File: config.mk
export PLATFORM = sky130hd
export DESIGN_NAME = bcrp_port_flat
export DESIGN_NICKNAME = d
export VERILOG_FILES = /design/src/verilog/bcrp_pkg.sv /design/src/verilog/bcrp_link_if.sv /design/src/verilog/bcrp_port.sv /design/src/flat_wrapper.sv
export VERILOG_INCLUDE_DIRS = /design/src /design/src/verilog
export SDC_FILE = /design/constraint.sdc
export NUM_CORES = 1
export LEC_CHECK = 0
export BUFFER_PORTS_ARGS = -buffer_cell sky130_fd_sc_hd__buf_2
export CAP_MARGIN = 20
export CORE_MARGIN = 2
export CORE_UTILIZATION = 45
export CTS_BUF_LIST = sky130_fd_sc_hd__clkbuf_4
export DETAILED_ROUTE_END_ITERATION = 10
export PLACE_DENSITY = 0.79
export SYNTH_ARGS = -nofsm -noshare
export SYNTH_HDL_FRONTEND = slang
export SYNTH_SLANG_ARGS = --single-unit
File: constraint.sdc
create_clock -name i_clock -period 1.7 [get_ports i_clock]
set_clock_uncertainty 0.1 [all_clocks]
set_input_delay 0.51 -clock i_clock [delete_from_list [all_inputs] [get_ports i_clock]]
set_output_delay 0.51 -clock i_clock [all_outputs]
set_load 0.005 [all_outputs]
File: src/verilog/bcrp_defines.svh
`ifndef BCRP_DEFINES_SVH
`define BCRP_DEFINES_SVH
// ----------------------------------------------------------------
// Register offsets (byte addresses)
// ----------------------------------------------------------------
`define BCRP_OFS_DATA      8'ha0
`define BCRP_OFS_CTRL      8'ha4
`define BCRP_OFS_STAT      8'ha8
`define BCRP_OFS_IRQ_STAT  8'hb0
`define BCRP_OFS_IRQ_MASK  8'hb4
// ----------------------------------------------------------------
// Control and status fields
// ----------------------------------------------------------------
`define BCRP_CTRL_START    31
`define BCRP_CTRL_DIR      30
`define BCRP_CTRL_RSVD_MSK 32'h000c0000
`define BCRP_STAT_ERR      1
`define BCRP_STAT_DONE     0
`define BCRP_RESET_VALUE   32'h00000000
// ----------------------------------------------------------------
// Function codes
// ----------------------------------------------------------------
`define BCRP_FN_CLOCK_GEN  6'h01
`define BCRP_FN_TEMP       6'h04
`define BCRP_FN_BRD_RESET  6'h05
`define BCRP_FN_CFG_REG    6'h06
`define BCRP_FN_SHUTDOWN   6'h08
// ----------------------------------------------------------------
// Controller model latency in cycles
// ----------------------------------------------------------------
`define BCRP_CTL_LATENCY   4'h4
`endif

File: src/verilog/bcrp_pkg.sv
package bcrp_pkg;
  typedef struct packed {
    logic       start;
    logic       transfer_direction;
    logic [3:0] board_controller_index;
    logic [5:0] function_code;
    logic [1:0] reserved;
    logic [1:0] site;
    logic [3:0] position;
    logic [11:0] device;
  } bcrp_ctrl_t;
  typedef enum logic [1:0] {
    BCRP_IDLE = 2'b00,
    BCRP_BUSY = 2'b01,
    BCRP_DONE = 2'b11
  } bcrp_state_t;
endpackage : bcrp_pkg

File: src/verilog/bcrp_link_if.sv
`timescale 1ns/1ps
interface bcrp_link_if;
  logic        req_irq;
  logic [31:0] req_ctrl;
  logic [31:0] req_wdata;
  logic        done;
  logic        error;
  logic [31:0] rdata;
  modport port_end (output req_irq, output req_ctrl, output req_wdata,
                    input done, input error, input rdata);
  modport ctl_end  (input req_irq, input req_ctrl, input req_wdata,
                    output done, output error, output rdata);
endinterface : bcrp_link_if

File: src/verilog/bcrp_port.sv
// Notes on behaviour
// [RULE1] Control register drives controller data transfers
// [RULE2] Writing bit 31 raises controller interrupt
// [RULE3] Bit 30: zero read, one write
// [RULE4] Bits 29:26 pick daughterboard controller
// [RULE5] Bits 25:20 give function code
// [RULE6] Software writes zeros, ignores bits 19:18
// [RULE7] Bits 17:16 select board site
// [RULE8] Bits 15:12 give stack position
// [RULE9] Bits 11:0 give device number
// [RULE10] Control write clears both status bits
// [RULE11] Completion bit low until operation done
// [RULE12] Controller returns read value into data
// [RULE13] Completion and error set together on finish
//
// Chosen here: the register addresses and the strobed register port.
`timescale 1ns/1ps
`include "bcrp_defines.svh"
module bcrp_port
  import bcrp_pkg::*;
(
  input  wire logic        i_clock,
  input  wire logic        i_reset,
  input  wire logic [7:0]  i_addr,
  input  wire logic [31:0] i_wdata,
  input  wire logic        i_wr,
  input  wire logic        i_rd,
  output logic [31:0]      o_rdata,
  output logic             o_irq,
  bcrp_link_if.port_end    link
);
  logic [31:0] data_q;
  bcrp_ctrl_t  ctrl_q;
  logic [1:0]  stat_q;
  logic        busy_q;
  logic        kick_q;
  logic [1:0]  ev_q;
  logic [1:0]  mask_q;
  logic [31:0] rdata_q;
  logic        irq_q;
  logic        ctrl_wr;
  logic        finish;
  logic [1:0]  ev_set;
  logic        wr_data;
  logic        wr_istat;
  logic        wr_mask;
  logic [1:0]  ev_d;
  logic [1:0]  mask_d;
  logic [31:0] rdata_d;

  // ----------------------------------------------------------------
  // Address decode
  // ----------------------------------------------------------------
  // Unmapped writes fall through and change nothing
  // Strobes are one cycle, so decode stays combinational
  assign ctrl_wr  = i_wr && (i_addr == `BCRP_OFS_CTRL);
  assign wr_data  = i_wr && (i_addr == `BCRP_OFS_DATA);
  assign wr_istat = i_wr && (i_addr == `BCRP_OFS_IRQ_STAT);
  assign wr_mask  = i_wr && (i_addr == `BCRP_OFS_IRQ_MASK);

  // ----------------------------------------------------------------
  // Completion from the controller
  // ----------------------------------------------------------------
  // Finish accepted only while a request is open
  // A control write in the same cycle wins: a start write restarts, a plain one closes
  assign finish   = busy_q && link.done && !ctrl_wr;
  // [RULE13] error only with completion
  assign ev_set   = {finish && link.error, finish};

  // ----------------------------------------------------------------
  // Register writes
  // ----------------------------------------------------------------
  // [RULE1] control register store
  always_ff @(posedge i_clock) begin
    if (i_reset) begin
      ctrl_q <= bcrp_ctrl_t'(`BCRP_RESET_VALUE);
    end else if (ctrl_wr) begin
      // [RULE6] reserved bits kept zero
      ctrl_q <= bcrp_ctrl_t'(i_wdata & ~`BCRP_CTRL_RSVD_MSK);
    end
  end

  // Controller return wins over a software data write
  // [RULE12] read data lands in data word
  always_ff @(posedge i_clock) begin
    if (i_reset) begin
      data_q <= `BCRP_RESET_VALUE;
    end else if (finish && !ctrl_q.transfer_direction) begin
      data_q <= link.rdata;
    end else if (wr_data) begin
      data_q <= i_wdata;
    end
  end

  // One pulse per start write; the controller
  // acts on it only when idle
  // [RULE2] start pulse on bit 31
  always_ff @(posedge i_clock) begin
    if (i_reset) begin
      kick_q <= 1'b0;
    end else begin
      kick_q <= ctrl_wr && i_wdata[`BCRP_CTRL_START];
    end
  end

  // [RULE10] clear on control write
  // [RULE11] done low while outstanding
  // [RULE13] done and error together
  always_ff @(posedge i_clock) begin
    if (i_reset) begin
      stat_q <= 2'h0;
    end else if (ctrl_wr) begin
      stat_q <= 2'h0;
    end else if (finish) begin
      stat_q <= {link.error, 1'b1};
    end
  end

  // Open request tracker; a plain control write closes it
  // so a late finish from the controller is dropped
  always_ff @(posedge i_clock) begin
    if (i_reset) begin
      busy_q <= 1'b0;
    end else if (ctrl_wr) begin
      busy_q <= i_wdata[`BCRP_CTRL_START];
    end else if (finish) begin
      busy_q <= 1'b0;
    end
  end

  // ----------------------------------------------------------------
  // Interrupt status and mask
  // ----------------------------------------------------------------
  // Set wins over a write-one clear in the same cycle
  always_comb begin
    ev_d = ev_q | ev_set;
    if (wr_istat) begin
      ev_d = (ev_q & ~i_wdata[1:0]) | ev_set;
    end
  end

  always_comb begin
    mask_d = mask_q;
    if (wr_mask) begin
      mask_d = i_wdata[1:0];
    end
  end

  always_ff @(posedge i_clock) begin
    if (i_reset) begin
      ev_q <= 2'h0;
    end else begin
      ev_q <= ev_d;
    end
  end

  always_ff @(posedge i_clock) begin
    if (i_reset) begin
      mask_q <= 2'h0;
    end else begin
      mask_q <= mask_d;
    end
  end

  // Next values feed the line, so a clear or unmask
  // shows at the very next edge, not one later
  always_ff @(posedge i_clock) begin
    if (i_reset) begin
      irq_q <= 1'b0;
    end else begin
      irq_q <= |(ev_d & mask_d);
    end
  end

  // ----------------------------------------------------------------
  // Read port
  // ----------------------------------------------------------------
  // Read data stands one cycle only, zero otherwise
  always_comb begin
    rdata_d = 32'h0;
    if (i_rd) begin
      case (i_addr)
        `BCRP_OFS_DATA:     rdata_d = data_q;
        `BCRP_OFS_CTRL:     rdata_d = 32'(ctrl_q);
        `BCRP_OFS_STAT:     rdata_d = {30'h0, stat_q};
        `BCRP_OFS_IRQ_STAT: rdata_d = {30'h0, ev_q};
        `BCRP_OFS_IRQ_MASK: rdata_d = {30'h0, mask_q};
        default:            rdata_d = 32'h0;
      endcase
    end
  end

  always_ff @(posedge i_clock) begin
    if (i_reset) begin
      rdata_q <= 32'h0;
    end else begin
      rdata_q <= rdata_d;
    end
  end

  // ----------------------------------------------------------------
  // Link side
  // ----------------------------------------------------------------
  // Fields pass as one word; controller decodes them
  // [RULE3] direction to controller
  // [RULE4] [RULE5] [RULE7] [RULE8] [RULE9] fields forwarded
  assign link.req_ctrl  = 32'(ctrl_q);
  assign link.req_wdata = data_q;
  assign link.req_irq   = kick_q;
  assign o_rdata        = rdata_q;
  assign o_irq          = irq_q;
endmodule : bcrp_port

File: src/flat_wrapper.sv
// flat-port wrapper written by rule: the top's interface ports become plain ports
module bcrp_port_flat import bcrp_pkg::*;
  (i_clock, i_reset, i_addr, i_wdata, i_wr, i_rd, o_rdata, o_irq, link_req_irq, link_req_ctrl, link_req_wdata, link_done, link_error, link_rdata);
  bcrp_link_if link_i ();
  input  wire logic i_clock;
  input  wire logic i_reset;
  input  wire logic [7:0] i_addr;
  input  wire logic [31:0] i_wdata;
  input  wire logic i_wr;
  input  wire logic i_rd;
  output logic [31:0] o_rdata;
  output logic o_irq;
  output wire logic [$bits(link_i.req_irq)-1:0] link_req_irq;
  output wire logic [$bits(link_i.req_ctrl)-1:0] link_req_ctrl;
  output wire logic [$bits(link_i.req_wdata)-1:0] link_req_wdata;
  input wire logic [$bits(link_i.done)-1:0] link_done;
  input wire logic [$bits(link_i.error)-1:0] link_error;
  input wire logic [$bits(link_i.rdata)-1:0] link_rdata;
  assign link_req_irq = link_i.req_irq;
  assign link_req_ctrl = link_i.req_ctrl;
  assign link_req_wdata = link_i.req_wdata;
  assign link_i.done = link_done;
  assign link_i.error = link_error;
  assign link_i.rdata = link_rdata;
  bcrp_port u_core (.i_clock(i_clock), .i_reset(i_reset), .i_addr(i_addr), .i_wdata(i_wdata), .i_wr(i_wr), .i_rd(i_rd), .o_rdata(o_rdata), .o_irq(o_irq), .link(link_i));
endmodule
==> qor.csv, run 1 <==
metric,value,unit
total_power,3.80,mW
cp_slowest_stage_delay,0.42,ns
n_antenna_cell,0,
path_cells,buf_2,
synth_cells,437,
crit_arrival,1.00,ns
grt_use_met2,0.390,
clockPowerShare,0.306,
use_met3,0.0432,
layout.nets,694,
fin_util,0.595,
crit_path_end_kind,output pin,
clock_path_buffers,2,
cp_max_fo,4,
die_w,100,um
ys.flop_type,dfxtp_1,
cts.clk_slew.worst_paths,0.17,ns
synth.ff_latch_count,103,
fillers,812,
htreeDepth,3,
outcome,"complete, no violations",
cts_buffers,9,
yosysUniqueCellTypes,33,
dp_hpwl,8510,um
die_y,100,um
syn-cell-area,4180,sq um
switchingPower,0.958,mW
cts_setup_buffers,0,
port_buffers,173,
crit_buf_inv,1,
viasPerCell,5.26,
initial_core_util,0.459,
period_minus_slack,1.61,ns
critPathTopFamily,flip-flops,
dieArea,10100,sq um
met1_usage,0.279,
slew_viol_final,0,
grt_max_degree,41,
drtIter0Drc,142,
seq_area_frac_synth,0.493,
hold_path.class,input port to flop,
cap_violations,0,
area_growth,29.7,%
critPathLaunchType,flop,
cts.sinks,103,
grt.total_usage,0.226,
grt_pass1_vias,3730,
power_density,701,nW/um^2
synth_top_area_share,0.493,
dp_worst_setup_slack,-0.249,ns
io_pins,176,
crit_required,1.09,ns
antenna_found_initial,0,
ys_warn_count,0,
yosys-top-cells-area,"dfxtp_1 (49%), a211oi_2 (9.6%), mux2i_1 (9.1%)",
ir_worst_vdd,0.298,mV
synth-edff-count,0,
cts_resized,0,
drive_gt1_frac,0.415,
p_sw_frac,0.252,
ctsHoldBuffers,0,
cell_internal_pwr,2.84,mW
place_congestion,0.849,
cp_slowest_cell,dfxtp_1,
wl_per_cell,15.6,um
synth_top_cell_by_area,dfxtp_1,
core-area,9110,sq um
p_seq_frac,0.637,
fmax,619,MHz
rsz0062_at_grt,no,
wl,11400,um
worst_slew_margin_rel,0.648,
cts_tree,yes,
busiest_layer,met2,
setup_viol,0,
p_leak,2.61,nW
hold_viol,0,
clockRootBuffer,clkbuf_4,
finalCritPeriodShare,0.950,
combPwrFrac,0.057,
postSynthAreaPerCell,9.57,sq um
grt_pass1_wl,17900,um
async_flop_share,0,
antenna_left,0,
grt.overflow.total,0,
synthTopCellsByCount,"dfxtp_1 (103), nor2_1 (69), nand2_1 (62), mux2i_1 (38)",
floorplan.rows,35,
synth_most_common_cell,dfxtp_1,
clkLatencyLatePin,0.45,ns
dr.pass1.iters,4,
drc,0,
critPathKind,flop to output pin,
vias,3851,
finalWorstSetupSlack,0.0857,ns
worstMarginPinSlew,0.529,ns
[metrics by stage]
stage	hold WS [ns]	cells	TNS [ns]	area [sq um]
2_1_floorplan	0.338	438	-2.11	4260
3_3_place_gp	0.357	716	-12.04	5300
3_5_place_dp	0.358	716	-15.78	5300
4_1_cts	0.159	732	0	5420
5_1_grt	0.152	732	0	5420
6_report	0.186	732	0	5420
[per-layer routing]
metal | vias up | share of wire
met5 | - | 0
met4 | 0 | 0.014
met1 | 1794 | 0.41
met3 | 18 | 0.071
li1 | 1883 | -
met2 | 156 | 0.50
[sequential cells by signal (all words and copies together) (netlist names)]
name / cells
u_core.link.req_wdata: 32
u_core.o_rdata: 32
u_core.link.req_ctrl: 30
u_core.ev_q: 2
u_core.mask_q: 2
u_core.stat_q: 2
u_core.busy_q: 1
u_core.link.req_irq: 1
u_core.o_irq: 1
[power groups by stage]
stage          combinational (mW)  sequential, mW  clock, mW
2_1_floorplan              0.0751            2.47          0
3_3_place_gp                0.212            2.47          0
3_5_place_dp                0.215            2.47          0
4_1_cts                     0.216            2.42       1.21
5_1_grt                     0.235            2.42       1.32
6_report                    0.217            2.42       1.17
[layout make-up]
cell class,count,area [sq um],share of cell area
Clock buffer,9,67.6,0.0125
Clock inverter,7,55.1,0.0102
Inverter,1,3.75,0.000693
Multi-Input combinational cell,296,1920,0.354
Sequential cell,103,2060,0.381
Tap cell,111,139,0.0256
Timing Repair Buffer,205,1170,0.216
[final timing paths]
path                                                from                         to  slack (ns)  cells past startpoint
worst max register to register             u_core.busy_q  u_core.link.req_wdata[16]        0.11                      5
worst min-delay path                         i_wdata[24]   u_core.link.req_ctrl[24]        0.19                      3
worst min register to register  u_core.link.req_ctrl[28]   u_core.link.req_ctrl[28]        0.38                      2
worst max-delay path            u_core.link.req_ctrl[30]          link_req_ctrl[30]        0.09                      1
[cell families after synthesis]
kind of cell    Yosys count  share of synthesized area
other cells               1                   0.000897
buf+inv                  39                     0.0533
flops                   103                      0.493
compound gates          102                      0.204
simple gates            154                      0.157
mux                      38                     0.0910
[cell usage in the layout (no fill, tap or decap), types with 2 or more instances in the layout]
cell / Yosys / final
buf_2: 12 / 172
dfxtp_1: 103 / 102
nor2_1: 69 / 69
nand2_1: 62 / 62
mux2i_1: 38 / 38
a21oi_1: 32 / 32
a211oi_2: 32 / 32
a22oi_1: 29 / 29
buf_4: 7 / 28
clkbuf_4: 0 / 9
and3_1: 5 / 5
buf_12: 0 / 5
nor2b_1: 4 / 4
nand3_1: 4 / 4
and4b_1: 2 / 2
nand4_1: 2 / 2
a2bb2oi_1: 3 / 2
o22a_1: 2 / 2
conb_1: 1 / 2
inv_6: 0 / 2
clkinv_4: 0 / 2
(Power assumes the default switching activity.)
==> inputs of run 2 (changes only) <==
Settings changed: PLACE_DENSITY 0.79 to 0.83.
==> run 2 against run 1 <==
Against the previous run:
- sequential power about the same
- clock power about the same
- sequential share of layout area down 0.067 points
- critical path depth stayed put
- wire length grew 1.4%
- final cell count grew 0.27%
- final area up 0.12%
- largest cell class unchanged
- maximum frequency hardly changed
- global-route usage fell by 0.11 points
- combinational power about the same
- setup slack worse by 0.0012 ns
==> qor.csv, run 2 (synthesis gave the netlist of run 1 again) <==
metric,value,unit
slew_viol_final,0,
finish.instance_area,5430,sq um
fin_tns_setup,0,ns
r2r_start,u_core.busy_q,
ir_worst_vdd,0.372,mV
outcome,"complete, no violations",
grt.total_usage,0.225,
crit_buf_inv,1,
final_cells,734,
cts_buffers,9,
grt_pass1_vias,3747,
grt.overflow.total,0,
cp_slowest_stage_delay,0.42,ns
crit_arrival,1.01,ns
floorplan.rows,35,
drive_gt1_frac,0.415,
cts.sinks,103,
area_growth,29.8,%
cts.clk_slew.worst_paths,0.18,ns
clkLatencyLatePin,0.45,ns
fillers,788,
hold_path.startpoint,i_wdata[27],
hold_path_depth,3,
critPathTopFamily,flip-flops,
cap_violations,0,
clockRootBuffer,clkbuf_4,
worstRegToRegCells,5,
dp_hpwl,8380,um
wl_per_cell,15.7,um
finalCritPeriodShare,0.950,
setup_viol,0,
layout.nets,695,
p_leak,2.61,nW
drc,0,
die_w,100,um
rr_endpoint,u_core.link.req_wdata[20],
placed_cell_area,5300,sq um
worstMarginPinSlew,0.516,ns
final_common_cell,buf_2,
wl,11600,um
dpl.cell_count,717,
fmax,619,MHz
drtIter0Drc,141,
clock_path_buffers,2,
core-area,9110,sq um
critPathKind,flop to output pin,
holdWs,0.174,ns
crit_path_end_kind,output pin,
cp_max_fo,3,
antenna_found_initial,1,
cts_resized,0,
path_cells,buf_2,
final_cell_mix,"buf_2 (173), dfxtp_1 (103), nor2_1 (69), nand2_1 (62), mux2i_1 (38)",
dieArea,10100,sq um
period_minus_slack,1.62,ns
io_pins,176,
antenna_left,0,
vias,3855,
cp_slowest_cell,dfxtp_1,
die_y,100,um
hold_viol,0,
grt_max_degree,39,
cts_tree,yes,
hold-path-endpoint,u_core.link.req_ctrl[27],
power_density,698,nW/um^2
place_congestion,0.825,
cts_setup_buffers,0,
ctsHoldBuffers,0,
crit_required,1.09,ns
worst_slew_margin_rel,0.656,
initial_core_util,0.459,
htreeDepth,3,
critPathLaunchType,flop,
viasPerCell,5.25,
rsz0062_at_grt,no,
reg2reg_setup_slack,0.15,ns
port_buffers,173,
dr.pass1.iters,4,
hold_path.class,input port to flop,
grt_pass1_wl,17800,um
-- run 2: worst register-to-register path, stage by stage, from the launching register on --
cell and delay (ns):
dfxtp_1 0.40, nand2_1 0.11, a311o_2 0.43, buf_12 0.19, nor2_1 0.14, a211oi_2 0.06
-- run 2: layout make-up --
class / instances / area (sq um) / share of cell area
flip-flops and latches: 103 / 2060 / 0.380
multi-input cells: 296 / 1920 / 0.354
repair buffers: 206 / 1180 / 0.217
well taps: 111 / 139 / 0.0256
clock buffers: 9 / 67.6 / 0.0125
clock inverters: 7 / 55.1 / 0.0101
inverters: 1 / 3.75 / 0.000692
diodes: 1 / 2.50 / 0.000461
-- run 2: power by group --
part | switching [mW] | internal (mW)
registers | 0.00177 | 2.42
logic | 0.111 | 0.104
clock network | 0.835 | 0.318
total | 0.947 | 2.84
-- run 2: how the worst max path moves through the flow --
stage / cells after the start / end / start / slack [ns]
after global placement: 6 / u_core.link.req_wdata[28] / i_addr[6] / -0.18
after CTS: 1 / link_req_wdata[28] / u_core.link.req_wdata[28] / 0.06
after detailed placement: 6 / u_core.link.req_ctrl[12] / i_addr[6] / -0.27
final: 1 / link_req_wdata[0] / u_core.link.req_wdata[0] / 0.08
after floorplan: 7 / u_core.link.req_wdata[10] / i_addr[4] / -0.07
after global routing: 1 / link_req_wdata[0] / u_core.link.req_wdata[0] / 0.03
-- run 2: metrics by stage --
stage	utilization	worst slack, ns	power (mW)
2_1_floorplan	-	-0.0718	2.55
3_3_place_gp	0.582	-0.182	2.68
3_5_place_dp	0.582	-0.266	2.69
4_1_cts	0.595	0.0616	3.82
5_1_grt	0.596	0.0276	3.94
6_report	0.596	0.0846	3.79
-- run 2: routing by layer --
| metal | vias up | global-route usage | share of wire | wire (um) |
|---|---|---|---|---|
| met2 | 150 | 0.415 | 0.52 | 6040 |
| met5 | - | 0 | 0 | 0 |
| met4 | 0 | 0.0875 | 0.018 | 212 |
| met1 | 1803 | 0.255 | 0.41 | 4690 |
| li1 | 1885 | - | - | - |
| met3 | 17 | 0.0439 | 0.053 | 611 |
==> inputs of run 3 (changes only) <==
Settings changed: CORE_UTILIZATION 45 to 40, PLACE_DENSITY 0.83 to 0.75.
==> run 3 against run 2 <==
Against the previous run:
- combinational power barely moved
- worst hold slack better by 0.011 ns
- global-route usage down 1.4 points
- count of clock-buffer cells in the layout is the same
- setup slack about the same
- final area grew 0.83%
- highest routed layer unchanged
- sequential power barely moved
- utilization decreased by 6.1 points
- register-to-register slack about the same
- first-iteration DRC count rose by 58%
==> qor.csv, run 3 (synthesis gave the netlist of run 1 again) <==
metric,value,unit
outcome,"complete, no violations",
grt.overflow.total,0,
clock_path_buffers,2,
place_congestion,0.826,
cts_setup_buffers,0,
cp_slowest_cell,dfxtp_1,
port_buffers,173,
finalWorstSetupSlack,0.0844,ns
cts_buffers,9,
crit_path_end_kind,output pin,
vias,3882,
final_cells,758,
crit_buf_inv,1,
grt.total_usage,0.211,
cts_resized,0,
hold_path.class,input port to flop,
r2r_start,u_core.busy_q,
crit_arrival,1.01,ns
dpl.cell_count,739,
htreeDepth,3,
hold_viol,0,
cts_tree,yes,
final_cell_mix,"buf_2 (172), dfxtp_1 (103), nor2_1 (69), nand2_1 (62), mux2i_1 (38)",
fillers,982,
ir_worst_vdd,0.330,mV
antenna_left,0,
layout.nets,692,
critPathLaunchType,flop,
drc,0,
final_common_cell,buf_2,
dieArea,11300,sq um
core-area,10200,sq um
initial_core_util,0.409,
finalCritPeriodShare,0.950,
die_y,106,um
cp_max_fo,4,
total_power,3.93,mW
io_pins,176,
clkLatencyLatePin,0.45,ns
crit_required,1.09,ns
critPathTopFamily,flip-flops,
area_growth,30.9,%
clockRootBuffer,clkbuf_4,
rsz0062_at_grt,no,
path_cells,buf_2,
dp_worst_setup_slack,-0.295,ns
period_minus_slack,1.62,ns
antenna_found_initial,3,
fin_tns_setup,0,ns
critPathKind,flop to output pin,
grt_pass1_wl,18600,um
cap_violations,0,
wl_met2,6190,um
die_w,106,um
viasPerCell,5.12,
ctsHoldBuffers,0,
fin_util,0.535,
setup_viol,0,
fmax,619,MHz
wl_per_cell,15.7,um
wl,11900,um
drive_gt1_frac,0.412,
slew_viol_final,0,
met1_length,4820,um
power_density,718,nW/um^2
cts.sinks,103,
dp_hpwl,8730,um
grt_max_degree,33,
grt_pass1_vias,3795,
cp_slowest_stage_delay,0.42,ns
drtIter0Drc,223,
dr_wl_met3,670,um
dr.pass1.iters,4,
maxUsedRoutingLayer,met4,
cts.clk_slew.worst_paths,0.16,ns
cp-startpoint,u_core.link.req_ctrl[30],
hold_path.startpoint,i_wdata[2],
floorplan.rows,37,
p_leak,2.59,nW
[run 3: through the flow]
stage          hold WS, ns  cell area [sq um]
2_1_floorplan        0.338               4260
3_3_place_gp         0.356               5330
3_5_place_dp         0.360               5330
4_1_cts              0.155               5460
5_1_grt              0.156               5470
6_report             0.185               5470
[run 3: layer usage]
metal,vias up,track usage
li1,1883,-
met1,1844,0.251
met2,142,0.370
met3,13,0.0313
met4,0,0.102
met5,-,0
[run 3: cell type report]
cell class                 count  area (sq um)  area share
inverter                       1          3.75    0.000686
multi-input combinational    296          1920       0.351
timing repair buffer         203          1170       0.214
sequential                   103          2060       0.377
clock inverter                 7          71.3      0.0130
antenna                        3          7.51     0.00137
tap                          136           170      0.0311
clock buffer                   9          67.6      0.0123
[run 3: path summary, 6_finish.rpt]
check	cells after the start	slack, ns	endpoint
min	3	0.19	u_core.link.req_ctrl[2]
min reg2reg	2	0.38	u_core.link.req_ctrl[25]
max reg2reg	5	0.15	u_core.link.req_wdata[20]
max	1	0.08	link_req_ctrl[30]
[run 3: report_power, final]
group	leakage [nW]	switching, mW	internal (mW)
Combinational	1.69	0.111	0.102
Clock	0.0704	0.843	0.453
Sequential	0.829	0.00179	2.42
Total	2.59	0.956	2.97
